==> src/pwmg_defines.svh <==
`ifndef PWMG_DEFINES_SVH
`define PWMG_DEFINES_SVH
// register byte offsets
`define PWMG_CFG     8'h00
`define PWMG_ENA     8'h04
`define PWMG_LOAD    8'h08
`define PWMG_CMPA    8'h0c
`define PWMG_CMPB    8'h10
`define PWMG_DBCTL   8'h14
`define PWMG_DBRISE  8'h18
`define PWMG_DBFALL  8'h1c
`define PWMG_INTEN   8'h20
`define PWMG_RIS     8'h24
`define PWMG_MIS     8'h28
`define PWMG_SYNC    8'h2c
`define PWMG_ISC     8'h30
`define PWMG_COUNT   8'h34
// field positions
`define PWMG_CFG_UPDOWN  0
`define PWMG_CFG_SYNC    1
`define PWMG_CFG_RUNHALT 2
`define PWMG_EN_BIT      0
`define PWMG_TRG_LSB     8
`define PWMG_FAULT_BIT   0
`define PWMG_EV_ZERO     0
`define PWMG_EV_LOAD     1
`define PWMG_EV_AU       2
`define PWMG_EV_AD       3
`define PWMG_EV_BU       4
`define PWMG_EV_BD       5
// reset values and responses
`define PWMG_RST16  16'h0000
`define PWMG_RST6   6'h00
`define PWMG_OKAY   2'b00
`define PWMG_SLVERR 2'b10
`endif

==> src/pwmg_pkg.sv <==
package pwmg_pkg;
	typedef enum logic [1:0] {
		DB_LOW  = 2'b00,
		DB_RISE = 2'b01,
		DB_HIGH = 2'b10,
		DB_FALL = 2'b11
	} pwmg_db_phase_t;

	typedef struct packed {
		logic        wr;
		logic [7:0]  waddr;
		logic [31:0] wdata;
		logic [3:0]  wstrb;
		logic [7:0]  raddr;
	} pwmg_req_t;

	typedef struct packed {
		logic [31:0] rdata;
		logic        rerr;
		logic        werr;
	} pwmg_rsp_t;

	typedef struct packed {
		logic run_in_halt_select;
		logic sync_mode;
		logic updown;
	} pwmg_cfg_t;

	typedef struct packed {
		logic        aw_full;
		logic [7:0]  awaddr;
		logic        w_full;
		logic [31:0] wdata;
		logic [3:0]  wstrb;
		logic        bvalid;
		logic [1:0]  bresp;
		logic        rvalid;
		logic [31:0] rdata;
		logic [1:0]  rresp;
	} pwmg_axil_st_t;

	typedef struct packed {
		pwmg_db_phase_t phase;
		logic [15:0]    cnt;
		logic           a;
		logic           b;
	} pwmg_db_st_t;

	typedef struct packed {
		pwmg_cfg_t   cfg;
		logic        en;
		logic [15:0] load;
		logic [15:0] cmpa;
		logic [15:0] cmpb;
		logic [15:0] pend_load;
		logic [15:0] pend_cmpa;
		logic [15:0] pend_cmpb;
		logic        pend;
		logic        synced;
		logic [15:0] cnt;
		logic        dir_up;
		logic        raw_a;
		logic        raw_b;
		logic        db_en;
		logic [15:0] db_rise;
		logic [15:0] db_fall;
		logic [5:0]  int_en;
		logic [5:0]  trg_en;
		logic [5:0]  ris;
		logic        fault;
		logic        trig;
		logic        int_req;
	} pwmg_gen_st_t;
endpackage : pwmg_pkg

==> src/pwmg_axil.sv <==
`timescale 1ns/1ps
`include "pwmg_defines.svh"
module pwmg_axil (
	// clock and reset
	input  wire logic              aclk,
	input  wire logic              aresetn,
	// axi4-lite slave
	input  wire logic [7:0]        awaddr,
	input  wire logic              awvalid,
	output logic                   awready,
	input  wire logic [31:0]       wdata,
	input  wire logic [3:0]        wstrb,
	input  wire logic              wvalid,
	output logic                   wready,
	output logic [1:0]             bresp,
	output logic                   bvalid,
	input  wire logic              bready,
	input  wire logic [7:0]        araddr,
	input  wire logic              arvalid,
	output logic                   arready,
	output logic [31:0]            rdata,
	output logic [1:0]             rresp,
	output logic                   rvalid,
	input  wire logic              rready,
	// register access
	output pwmg_pkg::pwmg_req_t    req,
	input  wire pwmg_pkg::pwmg_rsp_t rsp
);
	pwmg_pkg::pwmg_axil_st_t st;
	pwmg_pkg::pwmg_axil_st_t next_st;

	assign awready = !st.aw_full;
	assign wready  = !st.w_full;
	assign arready = !st.rvalid;
	assign bvalid  = st.bvalid;
	assign bresp   = st.bresp;
	assign rvalid  = st.rvalid;
	assign rdata   = st.rdata;
	assign rresp   = st.rresp;

	always_comb begin
		req.wr    = st.aw_full && st.w_full && !st.bvalid;
		req.waddr = st.awaddr;
		req.wdata = st.wdata;
		req.wstrb = st.wstrb;
		req.raddr = araddr;
		next_st = st;
		if (awvalid && !st.aw_full) begin
			next_st.aw_full = 1'b1;
			next_st.awaddr  = awaddr;
		end
		if (wvalid && !st.w_full) begin
			next_st.w_full = 1'b1;
			next_st.wdata  = wdata;
			next_st.wstrb  = wstrb;
		end
		if (req.wr) begin
			next_st.aw_full = 1'b0;
			next_st.w_full  = 1'b0;
			next_st.bvalid  = 1'b1;
			next_st.bresp   = rsp.werr ? `PWMG_SLVERR : `PWMG_OKAY;
		end else if (st.bvalid && bready) begin
			next_st.bvalid = 1'b0;
		end
		if (arvalid && !st.rvalid) begin
			next_st.rvalid = 1'b1;
			next_st.rdata  = rsp.rdata;
			next_st.rresp  = rsp.rerr ? `PWMG_SLVERR : `PWMG_OKAY;
		end else if (st.rvalid && rready) begin
			next_st.rvalid = 1'b0;
		end
	end

	always_ff @(posedge aclk) begin
		if (!aresetn) begin
			st <= '0;
		end else begin
			st <= next_st;
		end
	end
endmodule : pwmg_axil

==> src/pwmg_dead_band.sv <==
`timescale 1ns/1ps
module pwmg_dead_band (
	// clock and reset
	input  wire logic        aclk,
	input  wire logic        aresetn,
	// control
	input  wire logic        db_en,
	input  wire logic [15:0] rise_dly,
	input  wire logic [15:0] fall_dly,
	// comparator levels in, pin levels out
	input  wire logic        raw_a,
	input  wire logic        raw_b,
	output logic             out_a,
	output logic             out_b
);
	pwmg_pkg::pwmg_db_st_t st;
	pwmg_pkg::pwmg_db_st_t next_st;

	assign out_a = st.a;
	assign out_b = st.b;

	always_comb begin
		next_st = st;
		if (!db_en) begin
			next_st.phase = raw_a ? pwmg_pkg::DB_HIGH : pwmg_pkg::DB_LOW;
			next_st.a     = raw_a;
			next_st.b     = raw_b;
		end else begin
			// second output follows the inverse of the first, not its comparator
			case (st.phase)
				pwmg_pkg::DB_LOW: begin
					next_st.a = 1'b0;
					next_st.b = !raw_a; // RL2
					if (raw_a) begin
						next_st.phase = pwmg_pkg::DB_RISE;
						next_st.cnt   = rise_dly; // RL1
					end
				end
				pwmg_pkg::DB_RISE: begin
					next_st.b = 1'b0;
					if (!raw_a) begin
						next_st.phase = pwmg_pkg::DB_FALL;
						next_st.cnt   = fall_dly;
					end else if (st.cnt <= 16'h0001) begin
						next_st.a     = 1'b1; // RL1
						next_st.phase = pwmg_pkg::DB_HIGH;
					end else begin
						next_st.cnt = st.cnt - 16'h0001;
					end
				end
				pwmg_pkg::DB_HIGH: begin
					next_st.a = raw_a;
					next_st.b = 1'b0;
					if (!raw_a) begin
						next_st.phase = pwmg_pkg::DB_FALL;
						next_st.cnt   = fall_dly; // RL1
					end
				end
				pwmg_pkg::DB_FALL: begin
					next_st.a = 1'b0;
					if (raw_a) begin
						next_st.b     = 1'b0;
						next_st.phase = pwmg_pkg::DB_RISE;
						next_st.cnt   = rise_dly;
					end else if (st.cnt <= 16'h0001) begin
						next_st.b     = 1'b1; // RL2
						next_st.phase = pwmg_pkg::DB_LOW;
					end else begin
						next_st.cnt = st.cnt - 16'h0001;
					end
				end
				default: next_st.phase = pwmg_pkg::DB_LOW;
			endcase
		end
	end

	always_ff @(posedge aclk) begin
		if (!aresetn) begin
			st <= '0;
		end else begin
			st <= next_st;
		end
	end

	db_no_overlap_a: assert property (@(posedge aclk) disable iff (!aresetn) // RL2
		db_en && $past(db_en) |-> !(out_a && out_b))
		else $error("dead band outputs both high");
	db_rise_end_a: assert property (@(posedge aclk) disable iff (!aresetn) // RL1
		db_en && st.phase == pwmg_pkg::DB_RISE && raw_a && st.cnt == 16'h0001 |=> out_a)
		else $error("rising delay did not end on its count");
	db_rise_hold_a: assert property (@(posedge aclk) disable iff (!aresetn) // RL1
		db_en && st.phase == pwmg_pkg::DB_LOW && raw_a && rise_dly == 16'h0002
		##1 db_en && raw_a |-> !out_a ##1 !out_a)
		else $error("rising edge passed before its delay");
endmodule : pwmg_dead_band

==> src/pwmg_gen.sv <==
`timescale 1ns/1ps
`include "pwmg_defines.svh"
// Behaviour
// RL1 - with dead band on, delay first output edges by rise and fall counts; code delays only its rise, fall count delays the second output's rise
// RL2 - dead band on: second output is complement of first, not its comparator
// RL3 - writing the configuration register leaves the counter disabled
// RL4 - down mode counts load value down to zero then reloads
// RL5 - up/down mode counts zero to load and back down, repeating
// RL6 - synchronised mode holds new period and widths until a sync event
// RL7 - one sync event applies pending values to all selected generators
// RL8 - unsynchronised mode applies new values at the next counter zero
// RL9 - new values move into the active set only while counter is zero
// RL10 - pause on halt: count on to zero, then hold until resume
// RL11 - run on halt: counter ignores the debug halt
// RL12 - disabled generator counter does not advance
// RL13 - enabled generator counter advances each clock
// RL14 - event status bits clear on writing one, zero leaves them
// RL15 - six events: zero, load, A up, A down, B up, B down
// RL16 - raw and masked views of event status are both readable
// RL17 - writing the fault bit of module status clears the fault flag
// RL18 - software should clear event sources early in its handler
// RL19 - counter is sixteen bits, down or up/down
// RL20 - period is clock ticks between counter zero events
// RL21 - enable register gates events onto interrupt and trigger
// RL22 - comparator A shapes first output, comparator B the second
module pwmg_gen (
	// clock and reset
	input  wire logic        aclk,
	input  wire logic        aresetn,
	// axi4-lite slave
	input  wire logic [7:0]  awaddr,
	input  wire logic        awvalid,
	output logic             awready,
	input  wire logic [31:0] wdata,
	input  wire logic [3:0]  wstrb,
	input  wire logic        wvalid,
	output logic             wready,
	output logic [1:0]       bresp,
	output logic             bvalid,
	input  wire logic        bready,
	input  wire logic [7:0]  araddr,
	input  wire logic        arvalid,
	output logic             arready,
	output logic [31:0]      rdata,
	output logic [1:0]       rresp,
	output logic             rvalid,
	input  wire logic        rready,
	// system
	input  wire logic        debug_halt,
	input  wire logic        fault_in,
	// outputs
	output logic             first_output,
	output logic             second_output,
	output logic             trig_pulse,
	output logic             int_req
);
	pwmg_pkg::pwmg_gen_st_t st;
	pwmg_pkg::pwmg_gen_st_t next_st;
	pwmg_pkg::pwmg_req_t    req;
	pwmg_pkg::pwmg_rsp_t    rsp;
	logic                   run;
	logic                   apply;
	logic                   sync_evt;
	logic [5:0]             evt;
	logic [5:0]             clr;
	logic [5:0]             mis;

	function automatic logic mapped(input logic [7:0] a);
		mapped = (a[1:0] == 2'b00) && (a <= `PWMG_COUNT);
	endfunction : mapped

	function automatic logic [15:0] merge16(input logic [15:0] old,
		input logic [31:0] d, input logic [3:0] s);
		merge16 = {s[1] ? d[15:8] : old[15:8], s[0] ? d[7:0] : old[7:0]};
	endfunction : merge16

	function automatic logic wr_at(input pwmg_pkg::pwmg_req_t r, input logic [7:0] a);
		wr_at = r.wr && (r.waddr == a);
	endfunction : wr_at

	pwmg_axil u_axil (
		.aclk    (aclk),
		.aresetn (aresetn),
		.awaddr  (awaddr),
		.awvalid (awvalid),
		.awready (awready),
		.wdata   (wdata),
		.wstrb   (wstrb),
		.wvalid  (wvalid),
		.wready  (wready),
		.bresp   (bresp),
		.bvalid  (bvalid),
		.bready  (bready),
		.araddr  (araddr),
		.arvalid (arvalid),
		.arready (arready),
		.rdata   (rdata),
		.rresp   (rresp),
		.rvalid  (rvalid),
		.rready  (rready),
		.req     (req),
		.rsp     (rsp)
	);

	pwmg_dead_band u_db (
		.aclk     (aclk),
		.aresetn  (aresetn),
		.db_en    (st.db_en),
		.rise_dly (st.db_rise),
		.fall_dly (st.db_fall),
		.raw_a    (st.raw_a),
		.raw_b    (st.raw_b),
		.out_a    (first_output),
		.out_b    (second_output)
	);

	assign trig_pulse = st.trig;
	assign int_req    = st.int_req;
	assign mis        = st.ris & st.int_en; // RL16

	// pause on halt only once the counter sits at zero, so no pulse is cut short
	assign run = st.en && !(debug_halt && !st.cfg.run_in_halt_select // RL10 RL11 RL12 RL13
		&& st.cnt == `PWMG_RST16);
	assign sync_evt = wr_at(req, `PWMG_SYNC) && req.wstrb[0] && req.wdata[0];
	// transfer only at zero; sync mode also waits for the sync event
	assign apply = st.pend && st.cnt == `PWMG_RST16 // RL9
		&& (!st.cfg.sync_mode || st.synced || sync_evt); // RL6 RL7 RL8

	always_comb begin
		evt = `PWMG_RST6;
		if (run) begin
			evt[`PWMG_EV_ZERO] = st.cnt == `PWMG_RST16; // RL15 RL20
			evt[`PWMG_EV_LOAD] = st.cnt == st.load;
			evt[`PWMG_EV_AU]   = st.cnt == st.cmpa && st.cfg.updown && st.dir_up;
			evt[`PWMG_EV_AD]   = st.cnt == st.cmpa && !(st.cfg.updown && st.dir_up);
			evt[`PWMG_EV_BU]   = st.cnt == st.cmpb && st.cfg.updown && st.dir_up;
			evt[`PWMG_EV_BD]   = st.cnt == st.cmpb && !(st.cfg.updown && st.dir_up);
		end
	end

	always_comb begin
		clr = `PWMG_RST6;
		if ((wr_at(req, `PWMG_RIS) || wr_at(req, `PWMG_MIS)) && req.wstrb[0]) begin
			clr = req.wdata[5:0]; // RL14
		end
	end

	always_comb begin
		rsp.werr  = !mapped(req.waddr);
		rsp.rerr  = !mapped(req.raddr);
		rsp.rdata = 32'h0000_0000;
		if (req.raddr == `PWMG_CFG) begin
			rsp.rdata[2:0] = st.cfg;
		end else if (req.raddr == `PWMG_ENA) begin
			rsp.rdata[`PWMG_EN_BIT] = st.en;
		end else if (req.raddr == `PWMG_LOAD) begin
			rsp.rdata[15:0] = st.pend ? st.pend_load : st.load;
		end else if (req.raddr == `PWMG_CMPA) begin
			rsp.rdata[15:0] = st.pend ? st.pend_cmpa : st.cmpa;
		end else if (req.raddr == `PWMG_CMPB) begin
			rsp.rdata[15:0] = st.pend ? st.pend_cmpb : st.cmpb;
		end else if (req.raddr == `PWMG_DBCTL) begin
			rsp.rdata[0] = st.db_en;
		end else if (req.raddr == `PWMG_DBRISE) begin
			rsp.rdata[15:0] = st.db_rise;
		end else if (req.raddr == `PWMG_DBFALL) begin
			rsp.rdata[15:0] = st.db_fall;
		end else if (req.raddr == `PWMG_INTEN) begin
			rsp.rdata[5:0]  = st.int_en;
			rsp.rdata[13:8] = st.trg_en;
		end else if (req.raddr == `PWMG_RIS) begin
			rsp.rdata[5:0] = st.ris; // RL16
		end else if (req.raddr == `PWMG_MIS) begin
			rsp.rdata[5:0] = mis; // RL16
		end else if (req.raddr == `PWMG_ISC) begin
			rsp.rdata[`PWMG_FAULT_BIT] = st.fault;
		end else if (req.raddr == `PWMG_COUNT) begin
			rsp.rdata[15:0] = st.cnt;
		end
	end

	always_comb begin
		next_st = st;
		// register writes
		if (wr_at(req, `PWMG_CFG) && req.wstrb[0]) begin
			next_st.cfg = req.wdata[2:0];
			next_st.en  = 1'b0; // RL3
		end
		if (wr_at(req, `PWMG_ENA) && req.wstrb[0]) begin
			next_st.en = req.wdata[`PWMG_EN_BIT]; // RL12 RL13
		end
		// several writes before an update overwrite the pending copy
		if (wr_at(req, `PWMG_LOAD)) begin
			next_st.pend_load = merge16(st.pend ? st.pend_load : st.load, req.wdata,
				req.wstrb);
		end
		if (wr_at(req, `PWMG_CMPA)) begin
			next_st.pend_cmpa = merge16(st.pend ? st.pend_cmpa : st.cmpa, req.wdata,
				req.wstrb);
		end
		if (wr_at(req, `PWMG_CMPB)) begin
			next_st.pend_cmpb = merge16(st.pend ? st.pend_cmpb : st.cmpb, req.wdata,
				req.wstrb);
		end
		if (!st.pend) begin
			if (!wr_at(req, `PWMG_LOAD)) next_st.pend_load = st.load;
			if (!wr_at(req, `PWMG_CMPA)) next_st.pend_cmpa = st.cmpa;
			if (!wr_at(req, `PWMG_CMPB)) next_st.pend_cmpb = st.cmpb;
		end
		if (wr_at(req, `PWMG_DBCTL) && req.wstrb[0]) begin
			next_st.db_en = req.wdata[0]; // RL1 RL2
		end
		if (wr_at(req, `PWMG_DBRISE)) begin
			next_st.db_rise = merge16(st.db_rise, req.wdata, req.wstrb);
		end
		if (wr_at(req, `PWMG_DBFALL)) begin
			next_st.db_fall = merge16(st.db_fall, req.wdata, req.wstrb);
		end
		if (wr_at(req, `PWMG_INTEN)) begin
			if (req.wstrb[0]) next_st.int_en = req.wdata[5:0]; // RL21
			if (req.wstrb[1]) next_st.trg_en = req.wdata[13:8]; // RL21
		end
		// parameter transfer at counter zero
		if (apply) begin
			next_st.load   = st.pend_load; // RL9
			next_st.cmpa   = st.pend_cmpa;
			next_st.cmpb   = st.pend_cmpb;
			next_st.pend   = 1'b0;
			next_st.synced = 1'b0;
		end
		if (wr_at(req, `PWMG_LOAD) || wr_at(req, `PWMG_CMPA) || wr_at(req, `PWMG_CMPB)) begin
			next_st.pend = 1'b1; // RL6
		end
		// a sync that lands while nothing can transfer is kept for the next zero
		if (sync_evt && !apply && st.cfg.sync_mode) begin
			next_st.synced = 1'b1; // RL7
		end
		// counter
		if (run) begin // RL19
			if (!st.cfg.updown) begin
				next_st.dir_up = 1'b0;
				next_st.cnt = (st.cnt == `PWMG_RST16) ? st.load : st.cnt - 16'h0001; // RL4
			end else if (st.dir_up) begin
				if (st.cnt >= st.load) begin
					next_st.dir_up = 1'b0; // RL5
					next_st.cnt = (st.cnt == `PWMG_RST16) ? `PWMG_RST16 : st.cnt - 16'h0001;
				end else begin
					next_st.cnt = st.cnt + 16'h0001;
				end
			end else if (st.cnt == `PWMG_RST16) begin
				next_st.dir_up = 1'b1; // RL5
				next_st.cnt = (st.load == `PWMG_RST16) ? `PWMG_RST16 : 16'h0001;
			end else begin
				next_st.cnt = st.cnt - 16'h0001;
			end
			// down mode: high from reload, low at match; up/down: high up, low down
			if (!st.cfg.updown) begin
				if (st.cnt == `PWMG_RST16) next_st.raw_a = 1'b1; // RL22
				if (st.cnt == `PWMG_RST16) next_st.raw_b = 1'b1;
				if (evt[`PWMG_EV_AD]) next_st.raw_a = 1'b0;
				if (evt[`PWMG_EV_BD]) next_st.raw_b = 1'b0;
			end else begin
				if (evt[`PWMG_EV_AU]) next_st.raw_a = 1'b1; // RL22
				if (evt[`PWMG_EV_AD]) next_st.raw_a = 1'b0;
				if (evt[`PWMG_EV_BU]) next_st.raw_b = 1'b1;
				if (evt[`PWMG_EV_BD]) next_st.raw_b = 1'b0;
			end
		end
		// status: a new event wins over a clear in the same cycle
		next_st.ris     = (st.ris & ~clr) | evt; // RL14 RL15
		next_st.trig    = |(evt & st.trg_en); // RL21
		next_st.int_req = |(next_st.ris & st.int_en); // RL21
		next_st.fault   = (st.fault && !(wr_at(req, `PWMG_ISC) && req.wstrb[0] // RL17
			&& req.wdata[`PWMG_FAULT_BIT])) || fault_in;
	end

	always_ff @(posedge aclk) begin
		if (!aresetn) begin
			st <= '0;
		end else begin
			st <= next_st;
		end
	end

	cfg_disables_a: assert property (@(posedge aclk) disable iff (!aresetn) // RL3
		wr_at(req, `PWMG_CFG) && req.wstrb[0] && !wr_at(req, `PWMG_ENA) |=> !st.en)
		else $error("config write left counter enabled");
	off_holds_a: assert property (@(posedge aclk) disable iff (!aresetn) // RL12
		!st.en |=> $stable(st.cnt))
		else $error("disabled counter moved");
	down_reload_a: assert property (@(posedge aclk) disable iff (!aresetn) // RL4
		run && !st.cfg.updown && st.cnt == 16'h0000 |=> st.cnt == $past(st.load))
		else $error("down counter did not reload");
	updown_turn_a: assert property (@(posedge aclk) disable iff (!aresetn) // RL5
		run && st.cfg.updown && st.dir_up && st.cnt == st.load && st.load != 16'h0000
		|=> !st.dir_up && st.cnt == $past(st.load) - 16'h0001)
		else $error("up/down counter did not turn at load");
	zero_only_a: assert property (@(posedge aclk) disable iff (!aresetn) // RL9
		!$stable(st.load) |-> $past(st.cnt) == 16'h0000)
		else $error("period changed away from zero");
	sync_wait_a: assert property (@(posedge aclk) disable iff (!aresetn) // RL6
		st.cfg.sync_mode && !st.synced && !sync_evt && st.pend |=> $stable(st.load))
		else $error("period applied without sync event");
	nosync_apply_a: assert property (@(posedge aclk) disable iff (!aresetn) // RL8
		!st.cfg.sync_mode && st.pend && st.cnt == 16'h0000 && !req.wr
		|=> !st.pend && st.load == $past(st.pend_load))
		else $error("unsynchronised update missed zero");
	halt_pause_a: assert property (@(posedge aclk) disable iff (!aresetn) // RL10
		st.en && debug_halt && !st.cfg.run_in_halt_select && st.cnt == 16'h0000
		|=> st.cnt == 16'h0000)
		else $error("counter moved during halt");
	w1c_clear_a: assert property (@(posedge aclk) disable iff (!aresetn) // RL14
		clr[0] && !evt[0] |=> !st.ris[0])
		else $error("write one did not clear status");
	fault_clear_a: assert property (@(posedge aclk) disable iff (!aresetn) // RL17
		wr_at(req, `PWMG_ISC) && req.wstrb[0] && req.wdata[0] && !fault_in |=> !st.fault)
		else $error("fault flag not cleared");
	// with a non-zero period every cycle the counter runs moves the count, in either mode
	run_halt_a: assert property (@(posedge aclk) disable iff (!aresetn) // RL11
		st.en && debug_halt && st.cfg.run_in_halt_select && st.load != 16'h0000
		|=> st.cnt != $past(st.cnt))
		else $error("counter stopped in run on halt");
	en_advance_a: assert property (@(posedge aclk) disable iff (!aresetn) // RL13
		st.en && !debug_halt && st.load != 16'h0000 |=> st.cnt != $past(st.cnt))
		else $error("enabled counter did not advance");
	load_event_a: assert property (@(posedge aclk) disable iff (!aresetn) // RL15
		run && st.cnt == st.load |=> st.ris[1])
		else $error("load event not flagged");
	zero_event_a: assert property (@(posedge aclk) disable iff (!aresetn) // RL20
		run && st.cnt == 16'h0000 |=> st.ris[0])
		else $error("zero event not flagged");
	trig_event_a: assert property (@(posedge aclk) disable iff (!aresetn) // RL21
		trig_pulse |-> $past(run))
		else $error("trigger without a counter event");
	// covers for the main scenarios
	cv_updown_c: cover property (@(posedge aclk) disable iff (!aresetn)
		run && st.cfg.updown && st.dir_up ##1 !st.dir_up);
	cv_sync_c: cover property (@(posedge aclk) disable iff (!aresetn)
		st.cfg.sync_mode && apply);
	cv_halt_c: cover property (@(posedge aclk) disable iff (!aresetn)
		st.en && debug_halt && !run);
	cv_db_c: cover property (@(posedge aclk) disable iff (!aresetn)
		st.db_en && first_output ##1 !first_output);
	cv_w1c_c: cover property (@(posedge aclk) disable iff (!aresetn)
		|clr && |st.ris);
endmodule : pwmg_gen

==> config.mk <==
export PLATFORM = sky130hd
export DESIGN_NAME = pwmg_gen
export DESIGN_NICKNAME = d
export VERILOG_FILES = /design/src/pwmg_pkg.sv /design/src/pwmg_axil.sv /design/src/pwmg_dead_band.sv /design/src/pwmg_gen.sv
export VERILOG_INCLUDE_DIRS = /design/src
export SDC_FILE = /design/constraint.sdc
export NUM_CORES = 1
export LEC_CHECK = 0
export BUFFER_PORTS_ARGS = -buffer_cell sky130_fd_sc_hd__buf_2
export CORE_MARGIN = 3
export CORE_UTILIZATION = 50
export DETAILED_ROUTE_END_ITERATION = 16
export GPL_TIMING_DRIVEN = 0
export PLACE_DENSITY = 0.7
export SLEW_MARGIN = 20
export SYNTH_ARGS = -nofsm -noshare
export SYNTH_HDL_FRONTEND = slang
export SYNTH_HIERARCHICAL = 1
export SYNTH_SLANG_ARGS = --single-unit
export TNS_END_PERCENT = 50
==> constraint.sdc <==
create_clock -name aclk -period 3 [get_ports aclk]
set_input_delay 0.3 -clock aclk [delete_from_list [all_inputs] [get_ports aclk]]
set_output_delay 0.3 -clock aclk [all_outputs]
set_load 0.005 [all_outputs]
# Word-level counts from Yosys, hierarchy flattened
# Index checks and enable logic that the tools add are counted.
dict set report totals {
  ff_bits 245
  inputBits 61
  elab_cells 299
}
dict set report op_classes {
  n_addsub 3
  order_cmp 4
  n_eq_ne 40
  n_mux 114
  bitwise 7
  reduce_logical 90
}
# op count
set op_table {}
lappend op_table {{$mux W16} 32}
lappend op_table {{$mux W15} 14}
lappend op_table {{$mux W10} 11}
lappend op_table {{$eq A8 B6 Y1 const B} 10}
lappend op_table {{$pmux W20 S4} 1}
lappend op_table {{$mux W18} 4}
lappend op_table {{$eq A8 B5 Y1 const B} 8}
lappend op_table {{$eq A16 B16 Y1} 3}
lappend op_table {{$mux W48} 1}
lappend op_table {{$mux W8} 6}
lappend op_table {{$logic_and A1 B1 Y1} 45}
lappend op_table {{$mux W6} 6}
lappend op_table {{$mux W17} 2}
lappend op_table {{$eq A8 B4 Y1 const B} 4}
lappend op_table {{$logic_not A16 Y1} 2}
lappend op_table {{$sub A16 B1 Y16 const B} 2}
lappend op_table {{$and A6 B6 Y6} 4}
lappend op_table {{$mux W1} 24}
lappend op_table {{$mux W2} 11}
lappend op_table {{$add A16 B1 Y16 const B} 1}
lappend op_table {{$eq A8 B3 Y1 const B} 2}
lappend op_table {{$ge A16 B16 Y1} 1}
lappend op_table {{$le A16 B1 Y1 const B} 1}
lappend op_table {{$le A8 B6 Y1 const B} 2}
lappend op_table {{23 further kinds} 61}

# Depth between registers and ports, before layout
dict set report logic_depth {
  depth_word 46
  depth_mapped 12
}

# By module
# Netlist, hierarchy kept.
# module instances cells_each area_each_um2 seq_area_each_um2
set by_module_without_submodules {}
lappend by_module_without_submodules {pwmg_gen 1 1209 9629.2 3503.4}
lappend by_module_without_submodules {pwmg_axil 1 442 3738.6 1641.6}
lappend by_module_without_submodules {pwmg_dead_band 1 227 1717.9 400.4}

# Least setup slack after synthesis
# Ideal clock, no wire load.
dict set report synth_path {
  path_type {reg-to-reg}
  startpoint {register, netlist name st[170]}
  endpoint {register, netlist name st[60]}
  setup_time_ns 0.126
  arrival_time_ns 2.447
  slack_ns 0.428
  stages_incl_launch_ff 12
  n_path_buf 2
  synth_period_minus_slack_ns 2.572
  cell_sequence {dfxtp_1 > inv_1 > ha_1 > nand4_1 > or3_4 > o41a_1 > and3_1 > buf_6 > buf_6 > and3_1 > a211oi_2 > a31oi_1}
}

==> metrics <==
status=finished with violations; failing checks=setup timing; R2R Setup Slk=-0.003 ns; sinks on the clock net=259; CP cell instances=clkbuf_1 > xor2_1 > nor4_1 > nand4_1 > or2_2 > a21oi_1 > a21oi_1 > nor2_1; Die H=175 um; register area=5190 um^2; total wire length=50.8 mm; Clock transition at path regs=0.06 ns; Layout Nets=2016; stages on the worst setup path=8; P_leak=6.65 nW; critical path's top delay family=simple AND/OR/NAND/NOR gates; setup_tns=-0.00262 ns; CP Capture Type=register; Max Buffers Root-to-Sink=3; filler instances=2566; Critical Path Sink=trig_pulse$_SDFF_PN0_; most frequent CP cell=a21oi_1; Std-Cell Rows=61; vias post-DR=14082; diodes inserted=0; fmax=333 MHz; final hold viol count=0; Req. time, crit path=3.46 ns; Reg2Reg Depth=8; CTS tree=yes; boundary pin count=106; PortBufs=77; met2 Usage GRT=50.2%; placer's final routability congestion estimate=0.979; Worst Hold Slack=0.0162 ns; GR Util All Layers=32.0%; critical path's slowest cell=clkbuf_1; synth-to-layout area growth=15.0%; First-pass DRT Iterations=7; Initial Utilization=51.1%; busiest layer in global routing=met2; DR WL/cell=21.8 um; initial antenna violation count=0; H-tree depth=1; Buf+Inv Stages, Crit Path=1; worst skew pair latency=0.56 ns; PwrDens=469 nW/um^2; largest net degree at the start of global routing=14; Max FO, Critical Path=10; Worst Hold Depth=3; met1 usage=43.9%; Min Clock Period, post-route=3.00 ns; Ys Warns=6; worst r2r src=st[64]$_SDFFE_PN0N_; hpwl dp=38.0 mm; peak supply drop=358 uV; cell area after synthesis=14300 um^2; first-pass GRT wire length=76.7 mm; gr ovfl total=0; DR iter-0 viols=1789; Slew Viols, Final=0; fin worst setup slack=-0.00262 ns; Max-Cap Viols=0; M3 GR Usage=5.19%; Reg2Reg Capture Point=trig_pulse$_SDFF_PN0_; Mapped Cells=1788; Period Utilization, post-route=100%; Critical Path AT=3.46 ns; clk_skew=0.0217 ns; CTS Buf Count=29; Power Total=7.73 mW; multi-input logic area=7960 um^2; pre-CTS setup slack=-0.334 ns; number of global-route vias before repair=13151; pin slew with the least headroom to its limit=1.03 ns; Worst path max stage delay=0.63 ns; remaining antenna violation count=0; drt via density=6.05; clk root buf=clkbuf_16; RSZ-0062 raised after global routing=true; Finished Cell Area=16500 um^2; syn avg cell area=8.01 um^2; Hold WC Path Type=input pin to register; die area=30700 um^2; startpoint types=register; setup violators final=1; share of post-route cells with drive strength above 1=14.6%; dpl cell area=15200 um^2; core area=28000 um^2; Die Width=175 um; crit path launch=st[64]$_SDFFE_PN0N_; DRC=0; Crit Path Class=register to register; Slew headroom=31.1%
-- routing by layer --
metal	up-vias	wire length, um
met2	773	22100
met4	0	2620
met5	-	0
li1	6519	-
met1	6620	21200
met3	170	4900
-- metrics by stage --
step | util (%) | instances
CTS | 58.7 | 2327
global placement | 54.4 | 2259
floorplan | - | 1804
detailed placement | 54.4 | 2259
global route | 58.8 | 2327
finish | 58.8 | 2327
-- power breakdown --
part           total [mW]  switching (mW)  internal, mW  leakage, nW
combinational       0.492           0.299         0.193         4.07
sequential           3.50          0.0232          3.48         2.09
clock                3.73            1.50          2.24        0.490
total                7.73            1.82          5.91         6.65
-- repair_timing --
action | CTS | global route
endpoints found under the hold margin | 15 | 0
pin swaps | 1 | 0
hold buffers | 16 | 0
gates resized for setup | 6 | 19
setup buffers | 2 | 0
setup endpoints to repair | 42 | 37
-- how the worst min path moves through the flow --
stage	start	end	slack (ns)
global placement	st[81]$_SDFF_PN0_	st[129]$_SDFFE_PN0P_	0.43
CTS	awaddr[7]	u_axil/req[51]$_SDFFE_PN0P_	0.002
floorplan	fault_in	st[2]$_SDFF_PN0_	0.42
detailed placement	st[102]$_SDFF_PN0_	st[150]$_SDFFE_PN0P_	0.44
global route	wdata[6]	u_axil/req[18]$_SDFFE_PN0P_	0.01
finish	awaddr[0]	u_axil/req[44]$_SDFFE_PN0P_	0.02
-- cells in the final DEF, fill, tap and decap left out, types with 22 or more instances in the layout --
cell type,n
nor3_1,30
dfxtp_1,256
clkbuf_16,29
ha_1,25
buf_2,97
a21oi_1,120
nor2_1,161
inv_1,37
a21boi_1,51
nor4_1,22
clkbuf_1,87
o21ai_0,50
mux2i_1,101
xor2_1,38
nand3_1,48
buf_4,86
nand2_1,290
a221oi_1,24
a211oi_1,48
-- final cells by class --
class,count,area share [%]
Tap cell,378,2.87
Clock inverter,11,0.866
Clock buffer,39,5.18
Sequential cell,259,31.5
Inverter,39,0.889
Buffer,204,6.95
Timing Repair Buffer,95,3.40
Multi-Input combinational cell,1302,48.3
-- worst register-to-register path, cell delays in order (launching register included) --
cell and delay (ns):
dfxtp_1 0.51, clkbuf_1 0.64, xor2_1 0.16, nor4_1 0.38
nand4_1 0.36, or2_2 0.44, a21oi_1 0.14, a21oi_1 0.06
nor2_1 0.21
-- state kept, by name, summed over array words and instances (netlist names), 2 cells and up --
signal / cells
st: 173
u_axil/rdata: 32
u_axil/st: 2
u_db/st: 18
u_axil/req: 26
Note: power is estimated with default switching activity, not from simulation.
